--- config.mk ---
export PLATFORM = sky130hd
export DESIGN_NAME = emw_adapter
export DESIGN_NICKNAME = d
export VERILOG_FILES = /design/src/core/emw_pkg.sv /design/src/core/emw_adapter.sv /design/src/core/emw_map.sv
export SDC_FILE = /design/constraint.sdc
export NUM_CORES = 1
export LEC_CHECK = 0
export BUFFER_PORTS_ARGS = -buffer_cell sky130_fd_sc_hd__buf_2
export CORE_MARGIN = 10
export CORE_UTILIZATION = 58
export DETAILED_ROUTE_END_ITERATION = 6
export GPL_TIMING_DRIVEN = 0
export PLACE_DENSITY = 0.83
export SETUP_SLACK_MARGIN = 0.5
export SLEW_MARGIN = 25
export SYNTH_ARGS = -nofsm -noshare
export SYNTH_HDL_FRONTEND = slang
export SYNTH_HIERARCHICAL = 1
export SYNTH_SLANG_ARGS = --single-unit
export TNS_END_PERCENT = 100
--- constraint.sdc ---
create_clock -name ref_clk -period 6.65 [get_ports ref_clk]
set_input_delay 0 -clock ref_clk [delete_from_list [all_inputs] [get_ports ref_clk]]
set_output_delay 0 -clock ref_clk [all_outputs]
set_load 0.02 [all_outputs]
--- src/core/emw_pkg.sv ---
package emw_pkg;

  // ******************************
  // Widths
  // ******************************
  localparam int EMW_ADDR_W = 24;
  localparam int EMW_DATA_W = 16;
  localparam int EMW_WORD_W = 32;
  localparam int EMW_TOP_BIT = 23;

  // ******************************
  // Reset values and strobe enable codes
  // ******************************
  localparam logic [23:0] EMW_ADDR_RST = 24'h00_0000;
  localparam logic [15:0] EMW_DATA_RST = 16'h0000;
  localparam logic [31:0] EMW_WORD_RST = 32'h0000_0000;
  localparam logic [1:0] EMW_BE_IDLE_N = 2'h3;
  localparam logic [1:0] EMW_BE_BOTH_N = 2'h0;
  localparam logic [1:0] EMW_BE_LANE0_N = 2'h2;
  localparam logic [1:0] EMW_BE_LANE1_N = 2'h1;

  // ******************************
  // Types
  // ******************************
  typedef enum logic [1:0] {
    EMW_SIZE_8,
    EMW_SIZE_16,
    EMW_SIZE_32,
    EMW_SIZE_RSV
  } emw_size_t;

  typedef enum {
    EMW_IDLE,
    EMW_XFER,
    EMW_HALF1
  } emw_state_t;

  // Request from core
  typedef struct packed {
    logic valid;
    logic write;
    emw_size_t size;
    logic [23:0] addr;
    logic [31:0] wdata;
  } emw_req_t;

  // External memory pins
  typedef struct packed {
    logic [23:0] addr;
    logic half_select;
    logic [1:0] be_n;
    logic cs_n;
    logic we_n;
    logic [15:0] dout;
    logic [15:0] doe;
  } emw_pins_t;

endpackage : emw_pkg

--- src/core/emw_adapter.sv ---
`timescale 1ns/10ps
// Notes on behaviour
// - Top strobe pin is extra low address; two lower strobes are byte enables.
// - Byte size shifts internal address right by two.
// - Internal bit 23 fills vacated upper pins when shifting.
// - Byte size drives internal bit 1 on the extra low bit.
// - Byte size: bit 0 low enables lane 0, high enables lane 1.
// - Bytes move on lines 7-0 or 15-8 per enabled lane.
// - Half-word size shifts right by one, bit 0 on extra bit.
// - Half-word size enables both lanes, data on lines 15-0.
// - Word size keeps the address unshifted.
// - Word size makes two accesses, extra bit 0 then 1.
// - Word access lasts one extra access cycle.
// - Reads and writes use identical mapping.
module emw_adapter
  import emw_pkg::*;
(
  input wire logic ref_clk,
  input wire logic rst_b,
  input wire emw_req_t req,
  output logic req_ready,
  output logic [23:0] mem_addr,
  output logic lane3_strobe_or_half_select_n,
  output logic lane1_byte_enable_n,
  output logic lane0_byte_enable_n,
  output logic mem_cs_n,
  output logic mem_we_n,
  output logic [15:0] mem_dout,
  output logic [15:0] mem_doe,
  input wire logic [15:0] mem_din,
  output logic [31:0] rdata,
  output logic done
);

  // ******************************
  // State
  // ******************************
  typedef struct packed {
    emw_state_t state;
    emw_req_t cur;
    emw_pins_t pins;
    logic ready;
    logic [31:0] rdata;
    logic done;
  } emw_st_t;

  emw_st_t st_reg;
  emw_st_t st_next;
  logic [23:0] map_addr;
  logic map_half;
  logic [1:0] map_be_n;
  emw_req_t use_req;
  logic use_second;
  logic [15:0] lane_word;
  logic [15:0] rd_word;

  emw_map u_map (
    .size(use_req.size),
    .addr(use_req.addr),
    .second_half(use_second),
    .ext_addr(map_addr),
    .half_select(map_half),
    .be_n(map_be_n)
  );

  // ******************************
  // Next state
  // ******************************
  always_comb begin
    st_next = st_reg;
    st_next.done = 1'b0;
    use_second = (st_reg.state == EMW_XFER) &&
                 (st_reg.cur.size == EMW_SIZE_32);
    use_req = use_second ? st_reg.cur : req;
    // Byte writes replicate onto both lanes; the enable picks one
    lane_word = (use_req.size == EMW_SIZE_8) ?
                {2{use_req.wdata[7:0]}} : use_req.wdata[15:0];
    if (use_second) begin
      lane_word = st_reg.cur.wdata[31:16];
    end
    // Read byte sits in low bits whichever lane carried it
    rd_word = mem_din;
    if (st_reg.cur.size == EMW_SIZE_8) begin
      rd_word = {8'h00, st_reg.pins.be_n[0] ?
                 mem_din[15:8] : mem_din[7:0]};
    end
    case (st_reg.state)
      EMW_IDLE: begin
        st_next.pins.be_n = EMW_BE_IDLE_N;
        st_next.pins.cs_n = 1'b1;
        st_next.pins.we_n = 1'b1;
        st_next.pins.doe = EMW_DATA_RST;
        st_next.ready = 1'b1;
        if (req.valid && req.size != EMW_SIZE_RSV) begin
          st_next.cur = req;
          st_next.state = EMW_XFER;
          st_next.ready = 1'b0;
          st_next.pins.addr = map_addr;
          st_next.pins.half_select = map_half;
          st_next.pins.be_n = map_be_n;
          st_next.pins.cs_n = 1'b0;
          st_next.pins.we_n = ~req.write;
          st_next.pins.dout = lane_word;
          st_next.pins.doe = {16{req.write}};
        end
      end
      EMW_XFER: begin
        if (st_reg.cur.size == EMW_SIZE_32) begin
          st_next.rdata[15:0] = mem_din;
          st_next.state = EMW_HALF1;
          st_next.pins.addr = map_addr;
          st_next.pins.half_select = map_half;
          st_next.pins.be_n = map_be_n;
          st_next.pins.dout = lane_word;
        end else begin
          st_next.rdata = {16'h0000, rd_word};
          st_next.done = 1'b1;
          st_next.state = EMW_IDLE;
          st_next.ready = 1'b1;
          st_next.pins.be_n = EMW_BE_IDLE_N;
          st_next.pins.cs_n = 1'b1;
          st_next.pins.we_n = 1'b1;
          st_next.pins.doe = EMW_DATA_RST;
        end
      end
      EMW_HALF1: begin
        st_next.rdata[31:16] = mem_din;
        st_next.done = 1'b1;
        st_next.state = EMW_IDLE;
        st_next.ready = 1'b1;
        st_next.pins.be_n = EMW_BE_IDLE_N;
        st_next.pins.cs_n = 1'b1;
        st_next.pins.we_n = 1'b1;
        st_next.pins.doe = EMW_DATA_RST;
      end
      default: begin
        st_next.state = EMW_IDLE;
      end
    endcase
  end

  always_ff @(posedge ref_clk or negedge rst_b) begin
    if (!rst_b) begin
      st_reg <= '0;
      st_reg.state <= EMW_IDLE;
      st_reg.pins.be_n <= EMW_BE_IDLE_N;
      st_reg.pins.cs_n <= 1'b1;
      st_reg.pins.we_n <= 1'b1;
      st_reg.ready <= 1'b0;
    end else begin
      st_reg <= st_next;
    end
  end

  // ******************************
  // Outputs
  // ******************************
  assign req_ready = st_reg.ready;
  assign mem_addr = st_reg.pins.addr;
  assign lane3_strobe_or_half_select_n = st_reg.pins.half_select;
  assign lane1_byte_enable_n = st_reg.pins.be_n[1];
  assign lane0_byte_enable_n = st_reg.pins.be_n[0];
  assign mem_cs_n = st_reg.pins.cs_n;
  assign mem_we_n = st_reg.pins.we_n;
  assign mem_dout = st_reg.pins.dout;
  assign mem_doe = st_reg.pins.doe;
  assign rdata = st_reg.rdata;
  assign done = st_reg.done;
endmodule : emw_adapter

--- src/core/emw_map.sv ---
`timescale 1ns/10ps
module emw_map
  import emw_pkg::*;
(
  input wire emw_size_t size,
  input wire logic [23:0] addr,
  input wire logic second_half,
  output logic [23:0] ext_addr,
  output logic half_select,
  output logic [1:0] be_n
);

  // ******************************
  // Address and strobe mapping
  // ******************************
  always_comb begin
    ext_addr = addr;
    half_select = 1'b0;
    be_n = EMW_BE_BOTH_N;
    case (size)
      EMW_SIZE_8: begin
        ext_addr = {{2{addr[EMW_TOP_BIT]}}, addr[23:2]};
        half_select = addr[1];
        be_n = addr[0] ? EMW_BE_LANE1_N : EMW_BE_LANE0_N;
      end
      EMW_SIZE_16: begin
        ext_addr = {addr[EMW_TOP_BIT], addr[23:1]};
        half_select = addr[0];
        be_n = EMW_BE_BOTH_N;
      end
      default: begin
        ext_addr = addr;
        half_select = second_half;
        be_n = EMW_BE_BOTH_N;
      end
    endcase
  end

endmodule : emw_map

==> impl_metrics.toml, run 1 <==
[routing]
viasPerCell = 5.18
first_pass_iters = 6
wl_per_cell_microns = 17.2
drc_errors = 0
drtIter0Drc = 655
ant_nets = 0
vias = 6128
routed_wl_microns = 20300

[timing]
rsz0062_at_grt = "no"
post-route-period-util = 0.419
slew_headroom = 0.506
setup_violations = 0
worstMarginPinSlew_ps = 742
min_period_ps = 2790
skew_ps = 15.1
setup_tns_ps = 0
slew_viol_final = 0
fmax_ghz = 0.359
final_hold_viol_count = 0

[worst_setup_path]
critPathCaptureType = "flip-flop"
slowest_delay_ps = 430
timing.rr.start = "st_reg[156]"
crit_chain = "inv_1, ha_1, nand3b_1, clkbuf_1, nand2b_1, clkbuf_1, nor3_1, o21ai_0, a32o_1, o21ai_0"
rrSetupSlack_ps = 3860
crit_path_start_kind = "flip-flop"
reg2reg_depth = 10
arrival_ps = 3130
cp_max_fo = 10
r2r-end = "lane1_byte_enable_n"
slowest_stage = "clkbuf_1"
critPathKind = "reg -> reg"
cp.required_ps = 6990

[synth]
seq_area_frac_synth = 0.457
synth_nets = 822
synth_top_family_by_area = "multiplexers"
synthCells = 739
synth_area_sq_mm = 0.00724
synth-edff-count = 0
yosys.area_share.simple = 0.128
ys_ff_latch = 132
synth.distinct_cells = 41
synth_warnings = 6
synth_xor_area_frac = 0
synth_adder_area_share = 0.00864
synth_mux_area_frac = 0.170
synth.avg_cell_area_sq_um = 9.80
ys.flop_type = "dfrtp_1"
async_flop_share = 1.00
synth_compound_area_frac = 0.0988

[floorplan]
die-area_sq_mm = 0.0174
io-pin-count = 173
die_x_microns = 132
core.rowCount = 40
die_h_microns = 132
start_util = 0.598
core_sq_mm = 0.0121

[power]
internal-power_mw = 2.98
p_clk_frac = 0.211
swShare = 0.378
p_sw_mw = 1.81
seq_power_share = 0.291
powerDensity_mw_per_mm2 = 494
combPwrFrac = 0.499
p_leak_nw = 4.95
vdd_drop_max_mv = 0.300

[grt]
first_global_vias = 6275
antenna_found_initial = 1
overflow = 0
grt_first_pass_wirelength_microns = 32900
grt_max_degree = 80
grtUsageTotal = 0.234

[clock_tree]
numCtsBuffers = 17
cts.sinks = 132
cts_tree = "built"
clk_latency_ps = 420
htree_levels = 4
cts-root-buf = "clkbuf_16"
cts.clk_slew.worst_paths_ps = 60
clockBufferDepth = 2
cts_resized = 0

[run]
drv_cap = 0

[place]
io_buffers = 172
placement.cell_area_sq_mm = 0.00835
dpl.hpwl_microns = 13600
place.gp.congestion = 0.816

[final_layout]
final_cell_area_sq_mm = 0.00971
final_cell_mix = "buf_2, nand2_1, dfrtp_1, buf_4, dlygate4sd3_1"
area_growth_pct = 34.0
layout_commonest_cell = "buf_2"
finalNetCount = 1085
largest_register_ffs = 52
seq_area_sq_mm = 0.00331
drive_gt1_frac = 0.387
multiInputGateArea_sq_mm = 0.00293
fill_cells = 753

[worst_hold_path]
hold_end = "mem_dout[15]"
min_from = "req[15]"
min_path_cells = 3
hp-class = "in -> reg"

[run_status]
status = "completed"
-- cell type report --
type	count	share of cell area
Sequential cell	132	0.341
Antenna cell	1	0.000258
Multi-Input combinational cell	453	0.302
Buffer	134	0.0955
Clock inverter	9	0.0153
Inverter	20	0.00773
Timing Repair Buffer	244	0.166
Tap cell	168	0.0216
Clock buffer	22	0.0509
-- kinds of logic (layout without fill, tap and decap cells) --
group	count (synthesis)	count (layout)
AND/OR/NAND/NOR	222	222
buffers and inverters	154	429
flip-flops	132	132
AO/OA/AOI/OAI	118	118
multiplexers	108	108
adder cells (fa/ha/maj)	5	5
other	0	1
-- cells in the mapped netlist, drive strengths merged (3+ instances only) --
cell type    n  area share
nand2      157       0.081
dfrtp      128        0.44
buf        111        0.12
mux2        76        0.13
o21ai       50       0.035
mux2i       32       0.044
nor2        24       0.013
clkbuf      23       0.012
a21oi       20       0.014
inv         20       0.010
nand3       16       0.011
nor2b       11      0.0095
a21boi       9       0.011
a31oi        8      0.0069
o221ai       8      0.0097
o22ai        8      0.0069
o31ai        8      0.0083
ha           5      0.0086
dfstp        4       0.015
o21a         4      0.0041
and2         3      0.0026
nand3b       3      0.0031
-- power groups by stage --
| stage | clock network, mW | logic (mW) | registers [mW] |
|---|---|---|---|
| 5_1_grt | 1.06 | 2.60 | 1.43 |
| 3_3_place_gp | 0 | 2.29 | 1.37 |
| 3_5_place_dp | 0 | 2.34 | 1.39 |
| 6_report | 1.01 | 2.39 | 1.39 |
| 2_1_floorplan | 0 | 1.76 | 1.36 |
| 4_1_cts | 1.02 | 2.39 | 1.38 |
-- per-layer routing --
| metal | share of wire | wire [microns] | track usage |
|---|---|---|---|
| met5 | 0 | 0 | 0 |
| met4 | 0.026 | 522 | 0.0921 |
| met3 | 0.076 | 1540 | 0.0796 |
| met2 | 0.49 | 10000 | 0.380 |
| met1 | 0.41 | 8250 | 0.278 |
-- worst max-delay path, delay by kind of cell (launching register included) --
family / cells / cell delay, ps
and+or+nand+nor: 3 / 660
adders and majority gates: 1 / 280
DFF: 1 / 380
AOI/OAI and AO/OA: 3 / 530
buffers and inverters: 3 / 830
-- worst max-delay path by stage --
stage,from,end
finish,st_reg[156],lane1_byte_enable_n
global route,st_reg[156],mem_addr[18]
CTS,st_reg[156],mem_addr[17]
detailed placement,st_reg[156],mem_addr[19]
global placement,rst_b,rdata[29]
floorplan,st_reg[156],lane1_byte_enable_n
-- per-stage QoR --
stage	setup WS, ps	hold WS [ps]	std cells	utilization	total power, mW
after floorplan	4430	-296	739	-	3.12
after detailed placement	3850	-54.8	1080	0.690	3.73
after global placement	3760	231	1079	0.687	3.66
after CTS	3870	13.2	1182	0.801	4.80
final	3860	24.2	1183	0.802	4.79
after global routing	3450	31.3	1183	0.802	5.09
-- timing repair --
item                       in CTS  in global routing
hold endpoints to repair      221                  0
buffers inserted                0                  0
hold buffers                   71                  0
setup endpoints to repair       0                  0
No activity file was read; power rests on OpenSTA's default activity.
==> inputs of run 2 (changes only) <==
--- a/config.mk
+++ b/config.mk
@@ -7,10 +7,10 @@
 export LEC_CHECK = 0
 export BUFFER_PORTS_ARGS = -buffer_cell sky130_fd_sc_hd__buf_2
 export CORE_MARGIN = 10
-export CORE_UTILIZATION = 58
+export CORE_UTILIZATION = 49
 export DETAILED_ROUTE_END_ITERATION = 6
 export GPL_TIMING_DRIVEN = 0
-export PLACE_DENSITY = 0.83
+export PLACE_DENSITY = 0.75
 export SETUP_SLACK_MARGIN = 0.5
 export SLEW_MARGIN = 25
 export SYNTH_ARGS = -nofsm -noshare
==> constraint.sdc (replaced) <==
create_clock -name ref_clk -period 2.55 [get_ports ref_clk]
set_input_delay 0 -clock ref_clk [delete_from_list [all_inputs] [get_ports ref_clk]]
set_output_delay 0 -clock ref_clk [all_outputs]
set_load 0.02 [all_outputs]
==> impl_metrics.toml, run 2 (synthesized netlist as in run 1, its figures left out) <==
[run_status]
status = "completed"

[timing]
post-route-period-util = 0.828
min_period_ps = 2110
slew_headroom = 0.635
fmax_ghz = 0.473
final_hold_viol_count = 0
worstMarginPinSlew_ps = 548
rsz0062_at_grt = "yes"
setup_violations = 0
setup_tns_ps = 0
slew_viol_final = 0
skew_ps = 6.78

[floorplan]
io-pin-count = 173
start_util = 0.498
core.rowCount = 44
die_x_microns = 142
die-area_sq_mm = 0.0200
die_h_microns = 142
core_sq_mm = 0.0145

[power]
seq_power_share = 0.281
powerDensity_mw_per_mm2 = 1280
vdd_drop_max_mv = 0.644
p_sw_mw = 5.04
combPwrFrac = 0.532
p_clk_frac = 0.187
swShare = 0.384
internal-power_mw = 8.10
p_leak_nw = 5.23

[grt]
antenna_found_initial = 0
grt_first_pass_wirelength_microns = 33200
grt_max_degree = 78
grtUsageTotal = 0.204
first_global_vias = 6414
overflow = 0

[clock_tree]
numCtsBuffers = 17
cts-root-buf = "clkbuf_16"
clockBufferDepth = 2
cts.clk_slew.worst_paths_ps = 60
clk_latency_ps = 420
cts_tree = "built"
cts.sinks = 132
htree_levels = 4

[worst_setup_path]
critPathKind = "reg -> reg"
cp_max_fo = 7
cp.required_ps = 2860
critPathCaptureType = "flip-flop"
arrival_ps = 2420
crit_path_start_kind = "flip-flop"

[routing]
vias = 6230
routed_wl_microns = 21100
viasPerCell = 5.09
drtIter0Drc = 377
drc_errors = 0
ant_nets = 0
first_pass_iters = 5
wl_per_cell_microns = 17.2

[final_layout]
drive_gt1_frac = 0.466
final_cell_mix = "buf_2, dfrtp_1, nand2_1, buf_4, dlygate4sd3_1"
diodes = 0
area_growth_pct = 42.1
instances_no_fill = 1224
largest_register_ffs = 52
finalNetCount = 1110
layout_commonest_cell = "buf_2"

[place]
place.gp.congestion = 0.855
io_buffers = 172
dp_cells = 1096
dpl.hpwl_microns = 13700

[run]
drv_cap = 0

[worst_hold_path]
hp-class = "in -> reg"
run 2: changes by cell type in the layout (fill, tap and decap cells not counted), sizes merged:
| cell | before | now |
|---|---|---|
| buf | 284 | 303 |
| bufinv | 4 | 2 |
| clkbuf | 45 | 52 |
| clkinv | 5 | 3 |
| clkinvlp | 0 | 3 |
| diode | 1 | 0 |
| dlygate4sd3 | 71 | 72 |
run 2: timing repair:
item | 4_1_cts | 5_1_grt
setup endpoints to repair | 84 | 95
hold endpoints to repair | 226 | 0
gates cloned | 0 | 3
hold buffers | 72 | 0
gates resized for setup | 34 | 101
pin swaps | 3 | 21
buffers inserted | 13 | 8
run 2: final cells by class:
class	instances	area (sq um)
Multi-Input combinational cell	453	3190
Sequential cell	132	3310
Clock buffer	24	502
Tap cell	184	230
Inverter	20	75.1
Buffer	134	1040
Timing Repair Buffer	269	1860
Clock inverter	8	97.6
Fill cell	1060	4240
run 2: critical path: stages (launching register included):
cell	delay [ps]
dfrtp_2	460
ha_4	190
and3b_1	200
clkbuf_8	150
buf_12	140
clkbuf_16	160
nand2_4	70
nand2_4	50
mux2i_1	190
o21ai_1	110
mux2_4	270
run 2: per-layer routing:
| metal | track usage | vias up | wire, microns | part of all wire |
|---|---|---|---|---|
| met5 | 0 | - | 0 | 0 |
| met4 | 0.0715 | 0 | 414 | 0.020 |
| met3 | 0.0668 | 37 | 1510 | 0.072 |
| met2 | 0.331 | 220 | 10400 | 0.49 |
| met1 | 0.249 | 2993 | 8780 | 0.42 |
| li1 | - | 2980 | - | - |
run 2: worst paths after layout:
kind / from / endpoint / slack, ps / cells past startpoint
worst max-delay path: st_reg[155] / mem_addr[10] / 440 / 10
min in group asynchronous: rst_b / st_reg[142] / 90 / 2
worst max register to register: st_reg[155] / mem_addr[10] / 440 / 10
worst min-delay path: req[12] / mem_dout[12] / 20 / 3
worst min register to register: rdata[23] / rdata[23] / 470 / 2
max in group asynchronous: rst_b / lane0_byte_enable_n / 1690 / 3
run 2: power groups by stage:
stage | clock (mW) | combinational [mW] | sequential (mW)
finish | 2.46 | 6.99 | 3.69
global placement | 0 | 6.04 | 3.59
floorplan | 0 | 4.61 | 3.55
detailed placement | 0 | 6.14 | 3.64
CTS | 2.50 | 6.48 | 3.62
global route | 2.60 | 7.59 | 3.80
run 2: per-stage QoR:
stage          total power [mW]  setup WS, ps  hold WS [ps]   util  instance area [sq um]
6_report                   13.1           437          23.5  0.708                  10300
5_1_grt                    14.0           374          22.8  0.708                  10300
4_1_cts                    12.6           501          8.38  0.682                   9910
3_5_place_dp               9.78          -128         -45.0  0.577                   8390
3_3_place_gp               9.63          -395           232  0.575                   8350
2_1_floorplan              8.16           418          -296      -                   7260
==> inputs of run 3 (changes only) <==
==> constraint.sdc (replaced) <==
create_clock -name ref_clk -period 1.8 [get_ports ref_clk]
set_input_delay 0 -clock ref_clk [delete_from_list [all_inputs] [get_ports ref_clk]]
set_output_delay 0 -clock ref_clk [all_outputs]
set_load 0.02 [all_outputs]
==> impl_metrics.toml, run 3 (synthesized netlist as in run 1, its figures left out) <==
[routing]
routed_wl_microns = 27400
first_pass_iters = 5
drc_errors = 0
drtIter0Drc = 504
viasPerCell = 5.56
ant_nets = 0
wl_per_cell_microns = 21.8
vias = 7016

[worst_hold_path]
min_path_cells = 3
min_from = "req[14]"
hp-class = "in -> reg"

[timing]
setup_violations = 53
rsz0062_at_grt = "yes"
min_period_ps = 2100
post-route-period-util = 1.17
skew_ps = 8.65
fmax_ghz = 0.476
worstMarginPinSlew_ps = 796
hold_ws_ps = -19.6
slew_headroom = 0.467
final_hold_viol_count = 1
setup_tns_ps = -9200
slew_viol_final = 0
setup_ws_ps = -302

[final_layout]
area_growth_pct = 66.4
final_cell_mix = "buf_2, dfrtp_1, buf_4, nand2_1, dlygate4sd3_1"
finalNetCount = 1147
fill_cells = 754
drive_gt1_frac = 0.588
multiInputGateArea_sq_mm = 0.00409
seq_area_sq_mm = 0.00331
finish.utilization = 0.829
diodes = 0
layout_commonest_cell = "buf_2"
largest_register_ffs = 52

[floorplan]
die-area_sq_mm = 0.0200
io-pin-count = 173
core_sq_mm = 0.0145
die_x_microns = 142
start_util = 0.498
core.rowCount = 44
die_h_microns = 142

[place]
io_buffers = 172
dpl.hpwl_microns = 13700
place.gp.congestion = 0.848

[grt]
first_global_vias = 6834
antenna_found_initial = 0
overflow = 0
grtUsageTotal = 0.223
grt_first_pass_wirelength_microns = 36300
grt_max_degree = 76

[run]
drv_cap = 0

[worst_setup_path]
arrival_ps = 2470
crit_path_start_kind = "flip-flop"
critPathKind = "reg -> reg"
timing.rr.start = "st_reg[156]"
cp_max_fo = 6
crit_start = "st_reg[156]"
cp.required_ps = 2170
critPathCaptureType = "flip-flop"
reg2reg_depth = 11

[clock_tree]
numCtsBuffers = 17
cts-root-buf = "clkbuf_16"
cts_tree = "built"
htree_levels = 4
cts.clk_slew.worst_paths_ps = 60
clockBufferDepth = 2
clk_latency_ps = 430
cts.sinks = 132

[run_status]
status = "complete, but fails checks"
violations = "negative hold slack, negative setup slack"

[power]
vdd_drop_max_mv = 1.28
p_leak_nw = 6.08
powerDensity_mw_per_mm2 = 1950
## run 3: cell count changes in the layout (fill, tap and decap cells not counted), moves of 16 or more
cell | previous run | this run
a21oi_1 | 18 | 1
buf_6 | 5 | 26
mux2_2 | 60 | 16
mux2_4 | 16 | 60
nand2_1 | 121 | 98
nand2_4 | 13 | 36
nand3_1 | 16 | 0
nand3_2 | 0 | 16
## run 3: worst paths after layout
| check | end | slack (ps) |
|---|---|---|
| worst min register to register | rdata[21] | 470 |
| max in group asynchronous | mem_cs_n | 950 |
| worst max-delay path | lane0_byte_enable_n | -300 |
| worst min-delay path | mem_dout[14] | -20 |
| worst max register to register | lane0_byte_enable_n | -300 |
| min in group asynchronous | st_reg[143] | 80 |
## run 3: where the power goes
| part | internal (mW) | switching, mW |
|---|---|---|
| clock network | 2.60 | 1.37 |
| logic | 7.24 | 6.81 |
| registers | 4.39 | 1.12 |
## run 3: metal layers
metal	GRT usage	part of all wire	vias up
met5	0	0	-
met4	0.0807	0.039	0
met3	0.0617	0.073	90
met2	0.369	0.50	390
met1	0.271	0.38	3478
li1	-	-	3058
## run 3: final cells by class
class,count,share of cell area
clock inverters,9,0.0143
clock buffers,23,0.0405
repair buffers,306,0.200
flip-flops and latches,132,0.275
plain buffers,134,0.106
inverters,20,0.00644
multi-input cells,453,0.339
well taps,184,0.0191
## run 3: repair_timing
item | CTS | global route
hold buffers | 72 | 3
endpoints found under the setup margin | 147 | 147
buffers inserted | 25 | 20
resized for setup | 172 | 225
hold endpoints to repair | 223 | 3
pin swaps | 13 | 59
cloned | 6 | 7
## run 3: through the flow
step           hold WS (ps)  std cells  area, sq um  power (mW)  worst slack, ps
2_1_floorplan          -296        739         7390        11.8             -147
3_3_place_gp            232       1095         8480        13.9            -1360
3_5_place_dp          -44.4       1096         8520        14.1             -504
4_1_cts                2.02       1231        10900        20.3             -202
5_1_grt                11.9       1261        12100        24.5             -356
6_report              -19.6       1261        12100        23.5             -302
## run 3: worst max-delay path, stage by stage, from the launching register on
cell      delay, ps
dfrtp_1         400
inv_2           130
ha_4            170
nand3b_1        120
clkbuf_8        180
and2_4          140
buf_12          140
buf_12          140
nor3b_4         210
nor2_1           70
a22o_1          210
a21oi_2         120
